===== config.mk =====
export PLATFORM = sky130hd
export DESIGN_NAME = smb_index_host
export DESIGN_NICKNAME = d
export VERILOG_FILES = /design/src/pkg/smb_host_pkg.sv /design/src/smb_bit_engine.sv /design/src/smb_index_host.sv
export SDC_FILE = /design/constraint.sdc
export NUM_CORES = 1
export LEC_CHECK = 0
export BUFFER_PORTS_ARGS = -buffer_cell sky130_fd_sc_hd__buf_2
export CORE_ASPECT_RATIO = 0.8
export CORE_UTILIZATION = 27
export CTS_CLUSTER_DIAMETER = 30
export DETAILED_ROUTE_END_ITERATION = 12
export PLACE_DENSITY_LB_ADDON = 0.2
export SLEW_MARGIN = 10
export SYNTH_ARGS = -nofsm -noshare
export SYNTH_HDL_FRONTEND = slang
export SYNTH_SLANG_ARGS = --single-unit

===== constraint.sdc =====
create_clock -name clock -period 5 [get_ports clock]
set_input_delay 0.5 -clock clock [delete_from_list [all_inputs] [get_ports clock]]
set_output_delay 0.5 -clock clock [all_outputs]
set_load 0.01 [all_outputs]

===== src/pkg/smb_host_pkg.sv =====
// package for the smbus host controller of the clock buffer
// assumes a 50 MHz system clock and an open-drain smbus with pullups
package smb_host_pkg;

  // ****************************************
  // device register map
  // ****************************************
  localparam logic [7:0] pll_mode_freq_ctrl_off  = 8'h00;
  localparam logic [7:0] output_enable_low_off   = 8'h01;
  localparam logic [7:0] output_enable_high_off  = 8'h02;
  localparam logic [7:0] reserved_byte_three_off = 8'h03;
  localparam logic [7:0] byte_count_off          = 8'h08;

  localparam int mode_readback_hi_bit   = 7;
  localparam int mode_readback_lo_bit   = 6;
  localparam int loop_sw_override_bit   = 3;
  localparam int mode_select_hi_bit     = 2;
  localparam int mode_select_lo_bit     = 1;
  localparam int freq_select_latched_bit = 0;

  localparam logic [7:0] pll_mode_freq_ctrl_rst = 8'h06;
  localparam logic [7:0] output_enable_low_rst  = 8'hff;
  localparam logic [7:0] output_enable_high_rst = 8'h0f;
  localparam logic [7:0] output_enable_high_mask = 8'h0f;

  // ****************************************
  // bus timing
  // ****************************************
  localparam int clock_mhz     = 50;
  localparam int scl_half_ns   = 5000;
  localparam int scl_half_cyc  = (scl_half_ns * clock_mhz) / 1000;
  localparam int max_bytes     = 16;

  localparam logic       dir_write = 1'b0;
  localparam logic       dir_read  = 1'b1;

  // ****************************************
  // user command and answer
  // ****************************************
  typedef struct packed {
    logic       read;
    logic [6:0] dev_addr;
    logic [7:0] index;
    logic [4:0] count;
  } cmd_t;

  typedef struct packed {
    logic       done;
    logic       nack_err;
    logic [4:0] count_seen;
  } status_t;

endpackage : smb_host_pkg


===== src/smb_bit_engine.sv =====
// smbus bit engine: start, stop, restart, one byte with acknowledge
// assumes scl and sda are open-drain; oe high means the pin is pulled low
`timescale 1ns/100ps
`default_nettype none

module smb_bit_engine (
  input  wire logic       clock,
  input  wire logic       rst_n,
  input  wire logic       go,
  input  wire logic [1:0] op,
  input  wire logic [7:0] tx_byte,
  input  wire logic       tx_ack,
  input  wire logic       sda_in_sync,
  input  wire logic       scl_in_sync,
  output logic            busy,
  output logic            done,
  output logic [7:0]      rx_byte,
  output logic            rx_ack,
  output logic            scl_oe,
  output logic            sda_oe
);

  // ****************************************
  // operations
  // ****************************************
  localparam logic [1:0] op_start = 2'b00;
  localparam logic [1:0] op_stop  = 2'b01;
  localparam logic [1:0] op_byte  = 2'b10;
  localparam int bit_last = 8;
  localparam int half_w   = $clog2(smb_host_pkg::scl_half_cyc + 1);
  // sda moves mid low phase, clear of both scl edges
  localparam int data_set = smb_host_pkg::scl_half_cyc / 2;

  typedef enum logic [2:0] {idle, st_a, st_b, st_c, by_low, by_high, sp_a, sp_b} phase_t;

  phase_t            phase_reg;
  logic [half_w-1:0] tick_reg;
  logic [3:0]        bit_reg;
  logic [8:0]        shift_reg;
  logic              tick_end;
  logic              scl_wait;

  assign tick_end = (tick_reg == half_w'(smb_host_pkg::scl_half_cyc - 1));
  // scl released but still low: a target stretches, restart the count from zero
  assign scl_wait = !scl_oe && !scl_in_sync;
  assign busy     = (phase_reg != idle);

  always_ff @(posedge clock or negedge rst_n) begin
    if (!rst_n) begin
      tick_reg <= '0;
    end else if (phase_reg == idle || tick_end || scl_wait) begin
      tick_reg <= '0;
    end else begin
      tick_reg <= tick_reg + half_w'(1);
    end
  end

  always_ff @(posedge clock or negedge rst_n) begin
    if (!rst_n) begin
      phase_reg <= idle;
      bit_reg   <= '0;
      shift_reg <= '0;
      scl_oe    <= 1'b0;
      sda_oe    <= 1'b0;
      done      <= 1'b0;
      rx_byte   <= '0;
      rx_ack    <= 1'b0;
    end else begin
      done <= 1'b0;
      case (phase_reg)
        idle: if (go) begin
          bit_reg   <= '0;
          shift_reg <= {tx_byte, tx_ack};
          case (op)
            op_start: begin
              sda_oe    <= 1'b0;
              phase_reg <= st_a;
            end
            op_stop: begin
              sda_oe    <= 1'b1;
              phase_reg <= sp_a;
            end
            default: begin
              scl_oe    <= 1'b1;
              phase_reg <= by_low;
            end
          endcase
        end
        // release scl with sda high, then pull sda low: also a repeated start
        st_a: if (tick_end) begin
          scl_oe    <= 1'b0;
          phase_reg <= st_b;
        end
        st_b: if (tick_end) begin
          sda_oe    <= 1'b1;
          phase_reg <= st_c;
        end
        st_c: if (tick_end) begin
          scl_oe    <= 1'b1;
          done      <= 1'b1;
          phase_reg <= idle;
        end
        by_low: begin
          if (tick_reg == half_w'(data_set)) begin
            sda_oe <= ~shift_reg[8];
          end
          if (tick_end) begin
            scl_oe    <= 1'b0;
            phase_reg <= by_high;
          end
        end
        by_high: if (tick_end) begin
          scl_oe    <= 1'b1;
          shift_reg <= {shift_reg[7:0], sda_in_sync};
          if (bit_reg == 4'(bit_last)) begin
            rx_byte   <= shift_reg[7:0];
            rx_ack    <= ~sda_in_sync;
            sda_oe    <= 1'b0;
            done      <= 1'b1;
            phase_reg <= idle;
          end else begin
            bit_reg   <= bit_reg + 4'd1;
            phase_reg <= by_low;
          end
        end
        sp_a: if (tick_end) begin
          scl_oe    <= 1'b0;
          phase_reg <= sp_b;
        end
        sp_b: if (tick_end) begin
          sda_oe    <= 1'b0;
          done      <= 1'b1;
          phase_reg <= idle;
        end
        default: phase_reg <= idle;
      endcase
    end
  end

endmodule // smb_bit_engine

`default_nettype wire


===== src/smb_index_host.sv =====
// smbus host for indexed block write and read of the clock buffer
// assumes user command port on the same clock; bus pins are asynchronous
// How it works
// - start, address with write bit, expect ack
// - send index byte, expect ack
// - block write sends count byte, expect ack
// - send count data bytes, each acked
// - host ends block write with stop
// - read: restart, address with read bit
// - host acks every read byte except last
// - host nacks last byte; device releases
// - host ends block read with stop
// - mode change needs warm system reset
`timescale 1ns/100ps
`default_nettype none

module smb_index_host (
  input  wire logic                 clock,
  input  wire logic                 rst_n,
  input  wire smb_host_pkg::cmd_t   cmd,
  input  wire logic                 cmd_valid,
  input  wire logic                 wr_valid,
  input  wire logic [7:0]           wr_data,
  input  wire logic                 scl_in,
  input  wire logic                 sda_in,
  output logic                      cmd_ready,
  output logic                      wr_taken,
  output logic                      rd_valid,
  output logic [7:0]                rd_data,
  output smb_host_pkg::status_t     status,
  output logic                      warm_reset_req,
  output logic                      scl_out,
  output logic                      scl_oe,
  output logic                      sda_out,
  output logic                      sda_oe
);

  // ****************************************
  // pin synchronisers
  // ****************************************
  logic [1:0] sda_sync_reg;
  logic [1:0] scl_sync_reg;

  always_ff @(posedge clock or negedge rst_n) begin
    if (!rst_n) begin
      sda_sync_reg <= 2'b11;
      scl_sync_reg <= 2'b11;
    end else begin
      sda_sync_reg <= {sda_sync_reg[0], sda_in};
      scl_sync_reg <= {scl_sync_reg[0], scl_in};
    end
  end

  // ****************************************
  // bit engine
  // ****************************************
  localparam logic [1:0] op_start = 2'b00;
  localparam logic [1:0] op_stop  = 2'b01;
  localparam logic [1:0] op_byte  = 2'b10;

  logic       eng_go;
  logic [1:0] eng_op;
  logic [7:0] eng_tx;
  logic       eng_tx_ack;
  logic       eng_busy;
  logic       eng_done;
  logic [7:0] eng_rx;
  logic       eng_rx_ack;
  logic       eng_scl_oe;
  logic       eng_sda_oe;

  smb_bit_engine bits (
    .clock       (clock),
    .rst_n       (rst_n),
    .go          (eng_go),
    .op          (eng_op),
    .tx_byte     (eng_tx),
    .tx_ack      (eng_tx_ack),
    .sda_in_sync (sda_sync_reg[1]),
    .scl_in_sync (scl_sync_reg[1]),
    .busy        (eng_busy),
    .done        (eng_done),
    .rx_byte     (eng_rx),
    .rx_ack      (eng_rx_ack),
    .scl_oe      (eng_scl_oe),
    .sda_oe      (eng_sda_oe)
  );

  // open-drain pins: drive low only
  assign scl_out = 1'b0;
  assign sda_out = 1'b0;
  assign scl_oe  = eng_scl_oe;
  assign sda_oe  = eng_sda_oe;

  // ****************************************
  // transaction sequencer
  // ****************************************
  typedef enum logic [3:0] {
    s_idle, s_start, s_addr_w, s_index, s_count, s_wdata,
    s_restart, s_addr_r, s_rcount, s_rdata, s_stop, s_finish
  } seq_t;

  seq_t                  seq_reg;
  smb_host_pkg::cmd_t    cmd_reg;
  logic [4:0]            left_reg;
  logic                  err_reg;
  logic                  issued_reg;
  logic                  mode_touch_reg;

  function automatic logic [7:0] addr_byte(input logic [6:0] a, input logic dir);
    addr_byte = {a, dir};
  endfunction

  // engine commands are issued once per operation (once per byte in s_wdata and s_rdata), result taken on done
  always_comb begin
    eng_go     = 1'b0;
    eng_op     = op_byte;
    eng_tx     = 8'h00;
    eng_tx_ack = 1'b1;
    if (!issued_reg && !eng_busy) begin
      case (seq_reg)
        s_start, s_restart: begin
          eng_go = 1'b1;
          eng_op = op_start;
        end
        s_addr_w: begin
          eng_go = 1'b1;
          eng_tx = addr_byte(cmd_reg.dev_addr, smb_host_pkg::dir_write);
        end
        s_index: begin
          eng_go = 1'b1;
          eng_tx = cmd_reg.index;
        end
        s_count: begin
          eng_go = 1'b1;
          eng_tx = {3'b000, cmd_reg.count};
        end
        s_wdata: begin
          eng_go = wr_valid;
          eng_tx = wr_data;
        end
        s_addr_r: begin
          eng_go = 1'b1;
          eng_tx = addr_byte(cmd_reg.dev_addr, smb_host_pkg::dir_read);
        end
        s_rcount: begin
          eng_go     = 1'b1;
          eng_tx     = 8'hff;
          eng_tx_ack = 1'b0;
        end
        s_rdata: begin
          eng_go     = 1'b1;
          eng_tx     = 8'hff;
          eng_tx_ack = (left_reg == 5'd1);
        end
        s_stop: begin
          eng_go = 1'b1;
          eng_op = op_stop;
        end
        default: eng_go = 1'b0;
      endcase
    end
  end

  always_ff @(posedge clock or negedge rst_n) begin
    if (!rst_n) begin
      issued_reg <= 1'b0;
    end else if (eng_done) begin
      issued_reg <= 1'b0;
    end else if (eng_go) begin
      issued_reg <= 1'b1;
    end
  end

  always_ff @(posedge clock or negedge rst_n) begin
    if (!rst_n) begin
      seq_reg   <= s_idle;
      cmd_reg   <= '0;
      left_reg  <= '0;
      err_reg   <= 1'b0;
      cmd_ready <= 1'b1;
      wr_taken  <= 1'b0;
      rd_valid  <= 1'b0;
      rd_data   <= '0;
      status    <= '0;
    end else begin
      wr_taken    <= 1'b0;
      rd_valid    <= 1'b0;
      status.done <= 1'b0;
      case (seq_reg)
        s_idle: if (cmd_valid) begin
          cmd_reg   <= cmd;
          left_reg  <= cmd.count;
          err_reg   <= 1'b0;
          cmd_ready <= 1'b0;
          seq_reg   <= s_start;
        end
        s_start: if (eng_done) seq_reg <= s_addr_w;
        s_addr_w: if (eng_done) begin
          seq_reg <= eng_rx_ack ? s_index : s_stop;
          err_reg <= ~eng_rx_ack;
        end
        s_index: if (eng_done) begin
          if (!eng_rx_ack) begin
            err_reg <= 1'b1;
            seq_reg <= s_stop;
          end else begin
            seq_reg <= cmd_reg.read ? s_restart : s_count;
          end
        end
        s_count: if (eng_done) begin
          err_reg <= ~eng_rx_ack;
          seq_reg <= (eng_rx_ack && left_reg != '0) ? s_wdata : s_stop;
        end
        s_wdata: begin
          if (eng_go) wr_taken <= 1'b1;
          if (eng_done) begin
            left_reg <= left_reg - 5'd1;
            if (!eng_rx_ack) begin
              err_reg <= 1'b1;
              seq_reg <= s_stop;
            end else if (left_reg == 5'd1) begin
              seq_reg <= s_stop;
            end
          end
        end
        s_restart: if (eng_done) seq_reg <= s_addr_r;
        s_addr_r: if (eng_done) begin
          err_reg <= ~eng_rx_ack;
          seq_reg <= eng_rx_ack ? s_rcount : s_stop;
        end
        s_rcount: if (eng_done) begin
          // count set by register eight; clipped to the host's limit
          left_reg <= (eng_rx[7:0] > 8'(smb_host_pkg::max_bytes)) ?
                      5'(smb_host_pkg::max_bytes) : eng_rx[4:0];
          status.count_seen <= eng_rx[4:0];
          seq_reg <= (eng_rx == 8'h00) ? s_stop : s_rdata;
        end
        s_rdata: if (eng_done) begin
          rd_valid <= 1'b1;
          rd_data  <= eng_rx;
          left_reg <= left_reg - 5'd1;
          if (left_reg == 5'd1) seq_reg <= s_stop;
        end
        s_stop: if (eng_done) seq_reg <= s_finish;
        s_finish: begin
          status.done     <= 1'b1;
          status.nack_err <= err_reg;
          cmd_ready       <= 1'b1;
          seq_reg         <= s_idle;
        end
        default: seq_reg <= s_idle;
      endcase
    end
  end

  // ****************************************
  // warm reset request after mode change
  // ****************************************
  // a finished write starting at byte 0 may alter bits 3..1
  always_ff @(posedge clock or negedge rst_n) begin
    if (!rst_n) begin
      mode_touch_reg <= 1'b0;
      warm_reset_req <= 1'b0;
    end else begin
      warm_reset_req <= 1'b0;
      if (seq_reg == s_idle && cmd_valid && !cmd.read &&
          cmd.index == smb_host_pkg::pll_mode_freq_ctrl_off && cmd.count != '0) begin
        mode_touch_reg <= 1'b1;
      end else if (seq_reg == s_finish) begin
        warm_reset_req <= mode_touch_reg & ~err_reg;
        mode_touch_reg <= 1'b0;
      end
    end
  end

endmodule // smb_index_host

`default_nettype wire


==> results of run 1 <==
## worst paths after layout
kind | from | to | slack [ps] | cells past startpoint
max | seq_reg[2] | left_reg[3] | 2440 | 5
min | rst_n | status[6] | 140 | 1
max reg2reg | seq_reg[2] | left_reg[3] | 2440 | 5
min reg2reg | scl_sync_reg[0] | scl_sync_reg[1] | 360 | 0
max in group asynchronous | rst_n | bits.rx_byte[7] | 3800 | 2
min in group clock | scl_in | scl_sync_reg[0] | 240 | 1
## through the flow
step	cells	area (µm²)	worst slack, ps
global route	752	5730	2260
floorplan	477	5020	3250
CTS	752	5730	2510
global placement	736	5430	2500
detailed placement	736	5430	2490
finish	752	5730	2440
## per-layer routing
| layer | vias to the layer above | GRT usage |
|---|---|---|
| met5 | - | 0 |
| met4 | 0 | 0.0557 |
| met3 | 16 | 0.0296 |
| met2 | 91 | 0.223 |
| met1 | 1918 | 0.191 |
| li1 | 1826 | - |
## cell families after synthesis
logic type,Yosys count
buffers and inverters,43
muxes,55
AOI/OAI and AO/OA,114
other,1
and+or+nand+nor,156
DFF,92
xor gates and xnor gates,8
adders and majority gates,7
## power breakdown
part / switching [mW] / total, mW / internal, mW
Combinational: 0.379 / 0.702 / 0.324
Sequential: 0.142 / 1.02 / 0.875
Clock: 0.308 / 0.704 / 0.396
## layout by cell type (no fill, tap or decap), drive strengths merged, types with 5 or more instances in the layout
cell / count
dfrtp: 87
buf: 58
mux2: 51
nor2: 45
nand2: 32
a21oi: 24
o21ai: 20
inv: 16
nor3: 13
nand3: 11
a221oi: 11
clkbuf: 9
a31oi: 8
ha: 7
and3: 6
nor2b: 6
o21bai: 6
nand2b: 6
or2: 6
xnor2: 5
dfstp: 5
a22o: 5
nor4: 5
o211ai: 5
## layout make-up
cell class | count | area [µm²] | share of cell area
Clock buffer | 9 | 225 | 0.0393
Clock inverter | 7 | 83.8 | 0.0146
Inverter | 14 | 52.6 | 0.00916
Multi-Input combinational cell | 342 | 2480 | 0.432
Sequential cell | 92 | 2310 | 0.403
Tap cell | 230 | 288 | 0.0502
Timing Repair Buffer | 58 | 300 | 0.0524
==> results.toml, run 1 <==
[outcome]
status = "complete, no violations"

[die]
initial_utilization = 0.276
io_pins = 58
core_area_um2 = 18200
die_area_um2 = 19100
fp-row-count = 44
fp.dieW_um = 154
die_height_um = 124

[global_route]
gr-usage-all-layers = 0.141
grt_antenna_before_repair = 0
grt_pass1_vias = 3815
grt_pass1_wl_mm = 20.7
grt_overflow = 0
grt_max_degree = 50

[route]
drc_errors = 0
wl_mm = 12.6
wire_per_inst_um = 16.7
vias = 3851
ant_nets = 0
drtIter0Drc = 213
met1_length_mm = 6.01
met3WireLength_um = 635
highest_layer = "met4"
route.met2.wl_mm = 5.70
dr.pass1.iters = 4
via_per_inst = 5.12

[synthesis]
synth_edf_count = 0
synth-simple-area-share = 0.170
synthMuxAreaShare = 0.123
synthTopCellsByArea = "dfrtp_1, mux2_2, nor2_1, dfstp_2, a21oi_1"
syn_area_per_cell_um2 = 10.5
synthArstFlopShare = 1.00
yosysTopAreaCellShare = 0.434
synth-xor-area-share = 0.0140
yosysSeqAreaShare = 0.460
synth_compound_area_frac = 0.168
ys_types = 80
yosys.area.top_type = "dfrtp_1"
synth_top_family_by_area = "simple AND/OR/NAND/NOR gates"
netlist_instances = 476
yosysMostFrequentCell = "dfrtp_1"
yosysWarningCount = 0
synth_ff_type = "dfrtp_1"
synth_adder_area_share = 0.0175
yosys-top-cells-count = "dfrtp_1, mux2_2, nor2_1, nand2_1, a21oi_1"
synth-seq-cells = 92
syn_area_um2 = 5010

[cells_and_area]
insertedDiodeCount = 0
post-route-util = 0.316
nFillCells = 1895
drive_above_1_share = 0.295
largest_reg_flops = 21
finalNetCount = 559
areaGrowthSynthToFinish_pct = 14.3

[placed_design]
dpl.hpwl_mm = 9.18
port_buffers = 55
globalplace.congestion = 0.854

[setup_path]
cpMaxStageDelayCell = "dfrtp_1"
path_max_fanout = 37
crit_required_ps = 5240
start_kind = "flop"
cp-end-kind = "flop"
cp_top_family = "flip-flops"
max_stage_delay_ps = 1070
path_cells = "and2b_1, a21oi_1, or2_1, a221o_1, a22o_1"
cp_num_buf_inv = 0
path_class = "flop to flop"
cp.arrival_ps = 2800

[clock_tree]
postCtsResizedCells = 0
cts_setup_buffers = 0
clk_pin_slew_ps = 70
cts.sinks = 92
cts_tree = "done"
clockBufferDepth = 2
h-tree-depth = 3
clock_latency_ps = 350
ctsRootBufferMaster = "clkbuf_16"
cts_buffers = 9
hold_buffers = 0

[sta]
worst_slew_pin_slew_ps = 1100
max_freq_mhz = 391
slew_violations = 0
setup_viol = 0
tns_ps = 0
finalHoldViolations = 0
holdWs_ps = 144
fin_skew_ps = 10.4
rsz0062_at_grt = "no"
finalCriticalPeriod_ps = 2560
maxSlewHeadroom = 0.267
fin_crit_sh = 0.512

[power]
p_per_area_nw_per_um2 = 423
leakagePower_nw = 2.53
total_power_mw = 2.42
ir_worst_vdd_v = 0.000164

[job]
drv_cap = 0

[worst_hold_path]
min_path_type = "input pin to asynchronous set/reset pin"
(Power assumes the default switching activity.)
==> inputs of run 2 (changes only) <==
==> constraint.sdc (replaced) <==
create_clock -name clock -period 2.06 [get_ports clock]
set_input_delay 0.206 -clock clock [delete_from_list [all_inputs] [get_ports clock]]
set_output_delay 0.206 -clock clock [all_outputs]
set_load 0.01 [all_outputs]
==> results.toml, run 2 (synthesis results as in run 1) <==
[power]
leakagePower_nw = 2.75
p_per_area_nw_per_um2 = 997
total_power_mw = 6.11
ir_worst_vdd_v = 0.000342

[setup_path]
path_class = "flop to flop"
cp.arrival_ps = 2180
max_stage_delay_ps = 480
cp-end-kind = "flop"
r2r_cells = 5
path_cells = "buf_12, or2_0, a221oi_2, o21ai_1, a221o_1"
cpMaxStageDelayCell = "dfrtp_1"
crit_required_ps = 2290
path_max_fanout = 18
start_kind = "flop"

[sta]
finalCriticalPeriod_ps = 1950
fin_crit_sh = 0.947
max_freq_mhz = 513
fin_skew_ps = 7.47
setup_viol = 0
tns_ps = 0
rsz0062_at_grt = "no"
slew_violations = 0
finalHoldViolations = 0

[clock_tree]
cts.sinks = 92
clock_latency_ps = 360
clk_pin_slew_ps = 70
cts_buffers = 9
cts_setup_buffers = 0
cts_tree = "done"
clockBufferDepth = 2
h-tree-depth = 3
ctsRootBufferMaster = "clkbuf_16"

[die]
initial_utilization = 0.276
fp.dieW_um = 154
fp-row-count = 44
core_area_um2 = 18200
die_height_um = 124
io_pins = 58
die_area_um2 = 19100

[route]
ant_nets = 0
wl_mm = 13.1
drc_errors = 0
drtIter0Drc = 238
wire_per_inst_um = 16.4
dr.pass1.iters = 4
vias = 3982
via_per_inst = 5.00

[job]
drv_cap = 0

[placed_design]
dpl.hpwl_mm = 10.1
globalplace.congestion = 0.896
port_buffers = 55

[global_route]
grt_overflow = 0
grt_pass1_vias = 3972
gr-usage-all-layers = 0.147
grt_pass1_wl_mm = 21.4
grt_antenna_before_repair = 0
grt_max_degree = 56

[worst_hold_path]
hold_depth = 2
min_path_type = "input pin to flop"

[cells_and_area]
finalNetCount = 603
layout_common_cells = "dfrtp_1, buf_2, mux2_2, nor2_1, buf_4"
insertedDiodeCount = 0
largest_reg_flops = 21
drive_above_1_share = 0.348
areaGrowthSynthToFinish_pct = 22.3
mostFrequentLayoutCell = "dfrtp_1"

[outcome]
status = "complete, no violations"
run 2: changes by cell type in the layout (fill, tap and decap cells not counted), moves of 2 or more:
cell and change:
clkinv_4 -3, buf_12 +5, dlygate4sd3_1 +3, clkinvlp_4 +2, buf_4 +36, inv_6 +3
run 2: worst max-delay path, delay by kind of cell, from the launching register on:
| kind | cells | cell delay [ps] |
|---|---|---|
| AO/OA/AOI/OAI | 3 | 900 |
| buffers and inverters | 1 | 200 |
| flip-flops | 1 | 480 |
| AND/OR/NAND/NOR | 1 | 230 |
run 2: repair_timing:
item,4_1_cts,5_1_grt
setup endpoints to repair,0,2
gates resized for setup,0,3
hold buffers,3,0
hold endpoints to repair,65,0
run 2: path summary, 6_finish.rpt:
kind / start / to / slack (ps)
min in group asynchronous: rst_n / warm_reset_req / 230
setup reg to reg: seq_reg[1] / seq_reg[1] / 110
hold reg to reg: scl_sync_reg[0] / scl_sync_reg[1] / 360
hold / removal: cmd[15] / cmd_reg[15] / 80
setup / recovery: seq_reg[1] / seq_reg[1] / 110
max in group asynchronous: rst_n / scl_sync_reg[1] / 1190
run 2: area by class of cell:
| cell class | count | area, µm² |
|---|---|---|
| Clock buffer | 9 | 225 |
| Clock inverter | 7 | 68.8 |
| Fill cell | 1856 | 12000 |
| Inverter | 14 | 52.6 |
| Multi-Input combinational cell | 342 | 2490 |
| Sequential cell | 92 | 2310 |
| Tap cell | 230 | 288 |
| Timing Repair Buffer | 102 | 701 |
run 2: report_power, final:
group | internal (mW) | switching, mW
Clock | 0.850 | 0.784
Combinational | 1.01 | 1.06
Sequential | 2.13 | 0.288
run 2: metrics by stage:
step | instance area [µm²] | hold slack, ps | worst slack [ps] | util | cells
after detailed placement | 5800 | 58.9 | 105 | 0.319 | 777
after floorplan | 5020 | -89.6 | 307 | - | 477
after CTS | 6120 | 72.1 | 115 | 0.337 | 796
after global placement | 5800 | 56.2 | 178 | 0.319 | 777
final | 6130 | 82.4 | 109 | 0.338 | 796
after global routing | 6130 | 77.9 | 27.7 | 0.338 | 796
run 2: routing by layer:
layer | GRT usage | share of wire | vias up | wire length (µm)
met1 | 0.198 | 0.49 | 1976 | 6340
met3 | 0.0327 | 0.040 | 16 | 519
met4 | 0.0557 | 0.019 | 0 | 255
met2 | 0.230 | 0.46 | 80 | 5960
li1 | - | - | 1910 | -
met5 | 0 | 0 | - | 0
==> inputs of run 3 (changes only) <==
--- a/config.mk
+++ b/config.mk
@@ -5,6 +5,7 @@
 export SDC_FILE = /design/constraint.sdc
 export NUM_CORES = 1
 export LEC_CHECK = 0
+export ABC_AREA = 1
 export BUFFER_PORTS_ARGS = -buffer_cell sky130_fd_sc_hd__buf_2
 export CORE_ASPECT_RATIO = 0.8
 export CORE_UTILIZATION = 27
==> results.toml, run 3 <==
[cells_and_area]
insertedDiodeCount = 0
layout_common_cells = "nand2_1, dfrtp_1, nor2_1, inv_1, buf_2"
largest_reg_flops = 21
mostFrequentLayoutCell = "nand2_1"
layout.cells.non_filler = 978
finalNetCount = 785
drive_above_1_share = 0.168
areaGrowthSynthToFinish_pct = 17.3

[sta]
worst_slew_pin_slew_ps = 666
finalCriticalPeriod_ps = 1860
slew_violations = 0
maxSlewHeadroom = 0.554
fin_ws_ps = 197
finalHoldViolations = 0
fin_skew_ps = 7.38
rsz0062_at_grt = "no"
setup_viol = 0
tns_ps = 0
fin_crit_sh = 0.904
max_freq_mhz = 537

[global_route]
grt_antenna_before_repair = 0
grt_pass1_vias = 4063
grt_pass1_wl_mm = 21.7
gr-usage-all-layers = 0.149
grt_overflow = 0
grt_max_degree = 30

[die]
initial_utilization = 0.277
core_area_um2 = 18200
fp.dieW_um = 155
die_area_um2 = 19200
io_pins = 58
fp-row-count = 44
die_height_um = 124

[setup_path]
crit_required_ps = 2300
cp.arrival_ps = 2100
start_kind = "flop"
cp-end-kind = "flop"
path_class = "flop to flop"
r2r_slack_ps = 200
path_max_fanout = 9

[outcome]
status = "complete, no violations"

[route]
via_per_inst = 4.46
wl_mm = 13.3
wire_per_inst_um = 13.6
drc_errors = 0
dr.pass1.iters = 5
drtIter0Drc = 300
vias = 4363
ant_nets = 0

[job]
drv_cap = 0

[clock_tree]
cts_setup_buffers = 0
cts_tree = "done"
clock_latency_ps = 350
ctsRootBufferMaster = "clkbuf_16"
cts_buffers = 9
h-tree-depth = 3
clk_pin_slew_ps = 70
clockBufferDepth = 2
cts.sinks = 92

[synthesis]
synth_adder_area_share = 0.0174
synthMuxAreaShare = 0
ys_types = 39
yosysWarningCount = 0
yosys-top-cells-count = "nand2_1, dfrtp_1, nor2_1, inv_1, nand3_1"
synth_top_family_by_area = "simple AND/OR/NAND/NOR gates"
synth_ff_type = "dfrtp_1"
synth-xor-area-share = 0.00523
syn_area_um2 = 5030
syn_area_per_cell_um2 = 7.41
synth_edf_count = 0
synthTopCellsByArea = "dfrtp_1, nand2_1, nor2_1, inv_1, nand3_1"
synth-seq-cells = 92
yosysSeqAreaShare = 0.459
synth_compound_area_frac = 0.0861
synth-simple-area-share = 0.359
synthArstFlopShare = 1.00
yosys.area.top_type = "dfrtp_1"
yosysTopAreaCellShare = 0.433
netlist_instances = 678
yosysMostFrequentCell = "nand2_1"

[worst_hold_path]
min_path_type = "input pin to flop"

[power]
power_frac_seq = 0.524
internal_power_mw = 2.74
power_frac_clock = 0.432
swShare = 0.229
ir_worst_vdd_v = 0.000310
switching_power_mw = 0.813
power_frac_comb = 0.044
leakagePower_nw = 3.10
p_per_area_nw_per_um2 = 603

[placed_design]
dpl.hpwl_mm = 10.2
post-place-ws_ps = 195
port_buffers = 55
globalplace.congestion = 0.850
dp_cells = 959
run 3: cell type report:
cell class / count / area [µm²]
fill: 1980 / 12300
multi-input combinational: 501 / 2360
tap: 230 / 288
clock inverter: 5 / 27.5
clock buffer: 11 / 243
timing repair buffer: 71 / 418
sequential: 92 / 2310
inverter: 68 / 255
run 3: cell families after synthesis:
| kind of cell | Yosys count |
|---|---|
| flops | 92 |
| compound gates | 79 |
| simple gates | 410 |
| xor+xnor | 3 |
| fa+ha+maj | 7 |
| other cells | 1 |
| buf+inv | 86 |
run 3: timing repair:
action                     CTS  global route
hold buffers                 3             0
resized for setup            0             1
hold endpoints to repair    26             0
setup endpoints to repair    0             5
run 3: path summary, 6_finish.rpt:
| check | from | end | cells past startpoint |
|---|---|---|---|
| hold reg to reg | sda_sync_reg[0] | sda_sync_reg[1] | 0 |
| setup reg to reg | bits.phase_reg[0] | bits.bit_reg[1] | 8 |
| setup / recovery | bits.phase_reg[0] | bits.bit_reg[1] | 8 |
| hold / removal | cmd[15] | cmd_reg[15] | 3 |
| max in group asynchronous | rst_n | scl_sync_reg[0] | 3 |
| min in group asynchronous | rst_n | rd_data[3] | 2 |
run 3: power by group through the flow:
stage / logic [mW] / clock network (mW) / registers, mW
2_1_floorplan: 0.0556 / 0 / 1.89
3_3_place_gp: 0.156 / 0 / 1.90
3_5_place_dp: 0.155 / 0 / 1.90
4_1_cts: 0.160 / 1.61 / 1.87
5_1_grt: 0.182 / 1.67 / 1.87
6_report: 0.155 / 1.54 / 1.87
run 3: per-stage QoR:
| step | utilization | power, mW | hold slack, ps | instance area, µm² |
|---|---|---|---|---|
| after floorplan | - | 1.95 | -89.6 | 5030 |
| after global placement | 0.308 | 2.05 | 174 | 5600 |
| after detailed placement | 0.308 | 2.05 | 166 | 5600 |
| after CTS | 0.325 | 3.63 | 36.7 | 5900 |
| after global routing | 0.325 | 3.73 | 61.0 | 5900 |
| final | 0.325 | 3.56 | 52.7 | 5900 |
run 3: routing by layer:
layer / global-route usage / vias up / wire, µm
met5: 0 / - / 0
met4: 0.0520 / 0 / 228
met3: 0.0306 / 13 / 506
met2: 0.205 / 103 / 5080
met1: 0.227 / 1949 / 7470
li1: - / 2298 / -
run 3: worst max-delay path, stage by stage (launching register included):
cell and delay [ps]:
dfrtp_1 480, inv_2 160, nand2_1 140, inv_1 220
nor2_1 120, a21oi_1 300, nand3_1 180, nand2_1 90
nand2_1 50
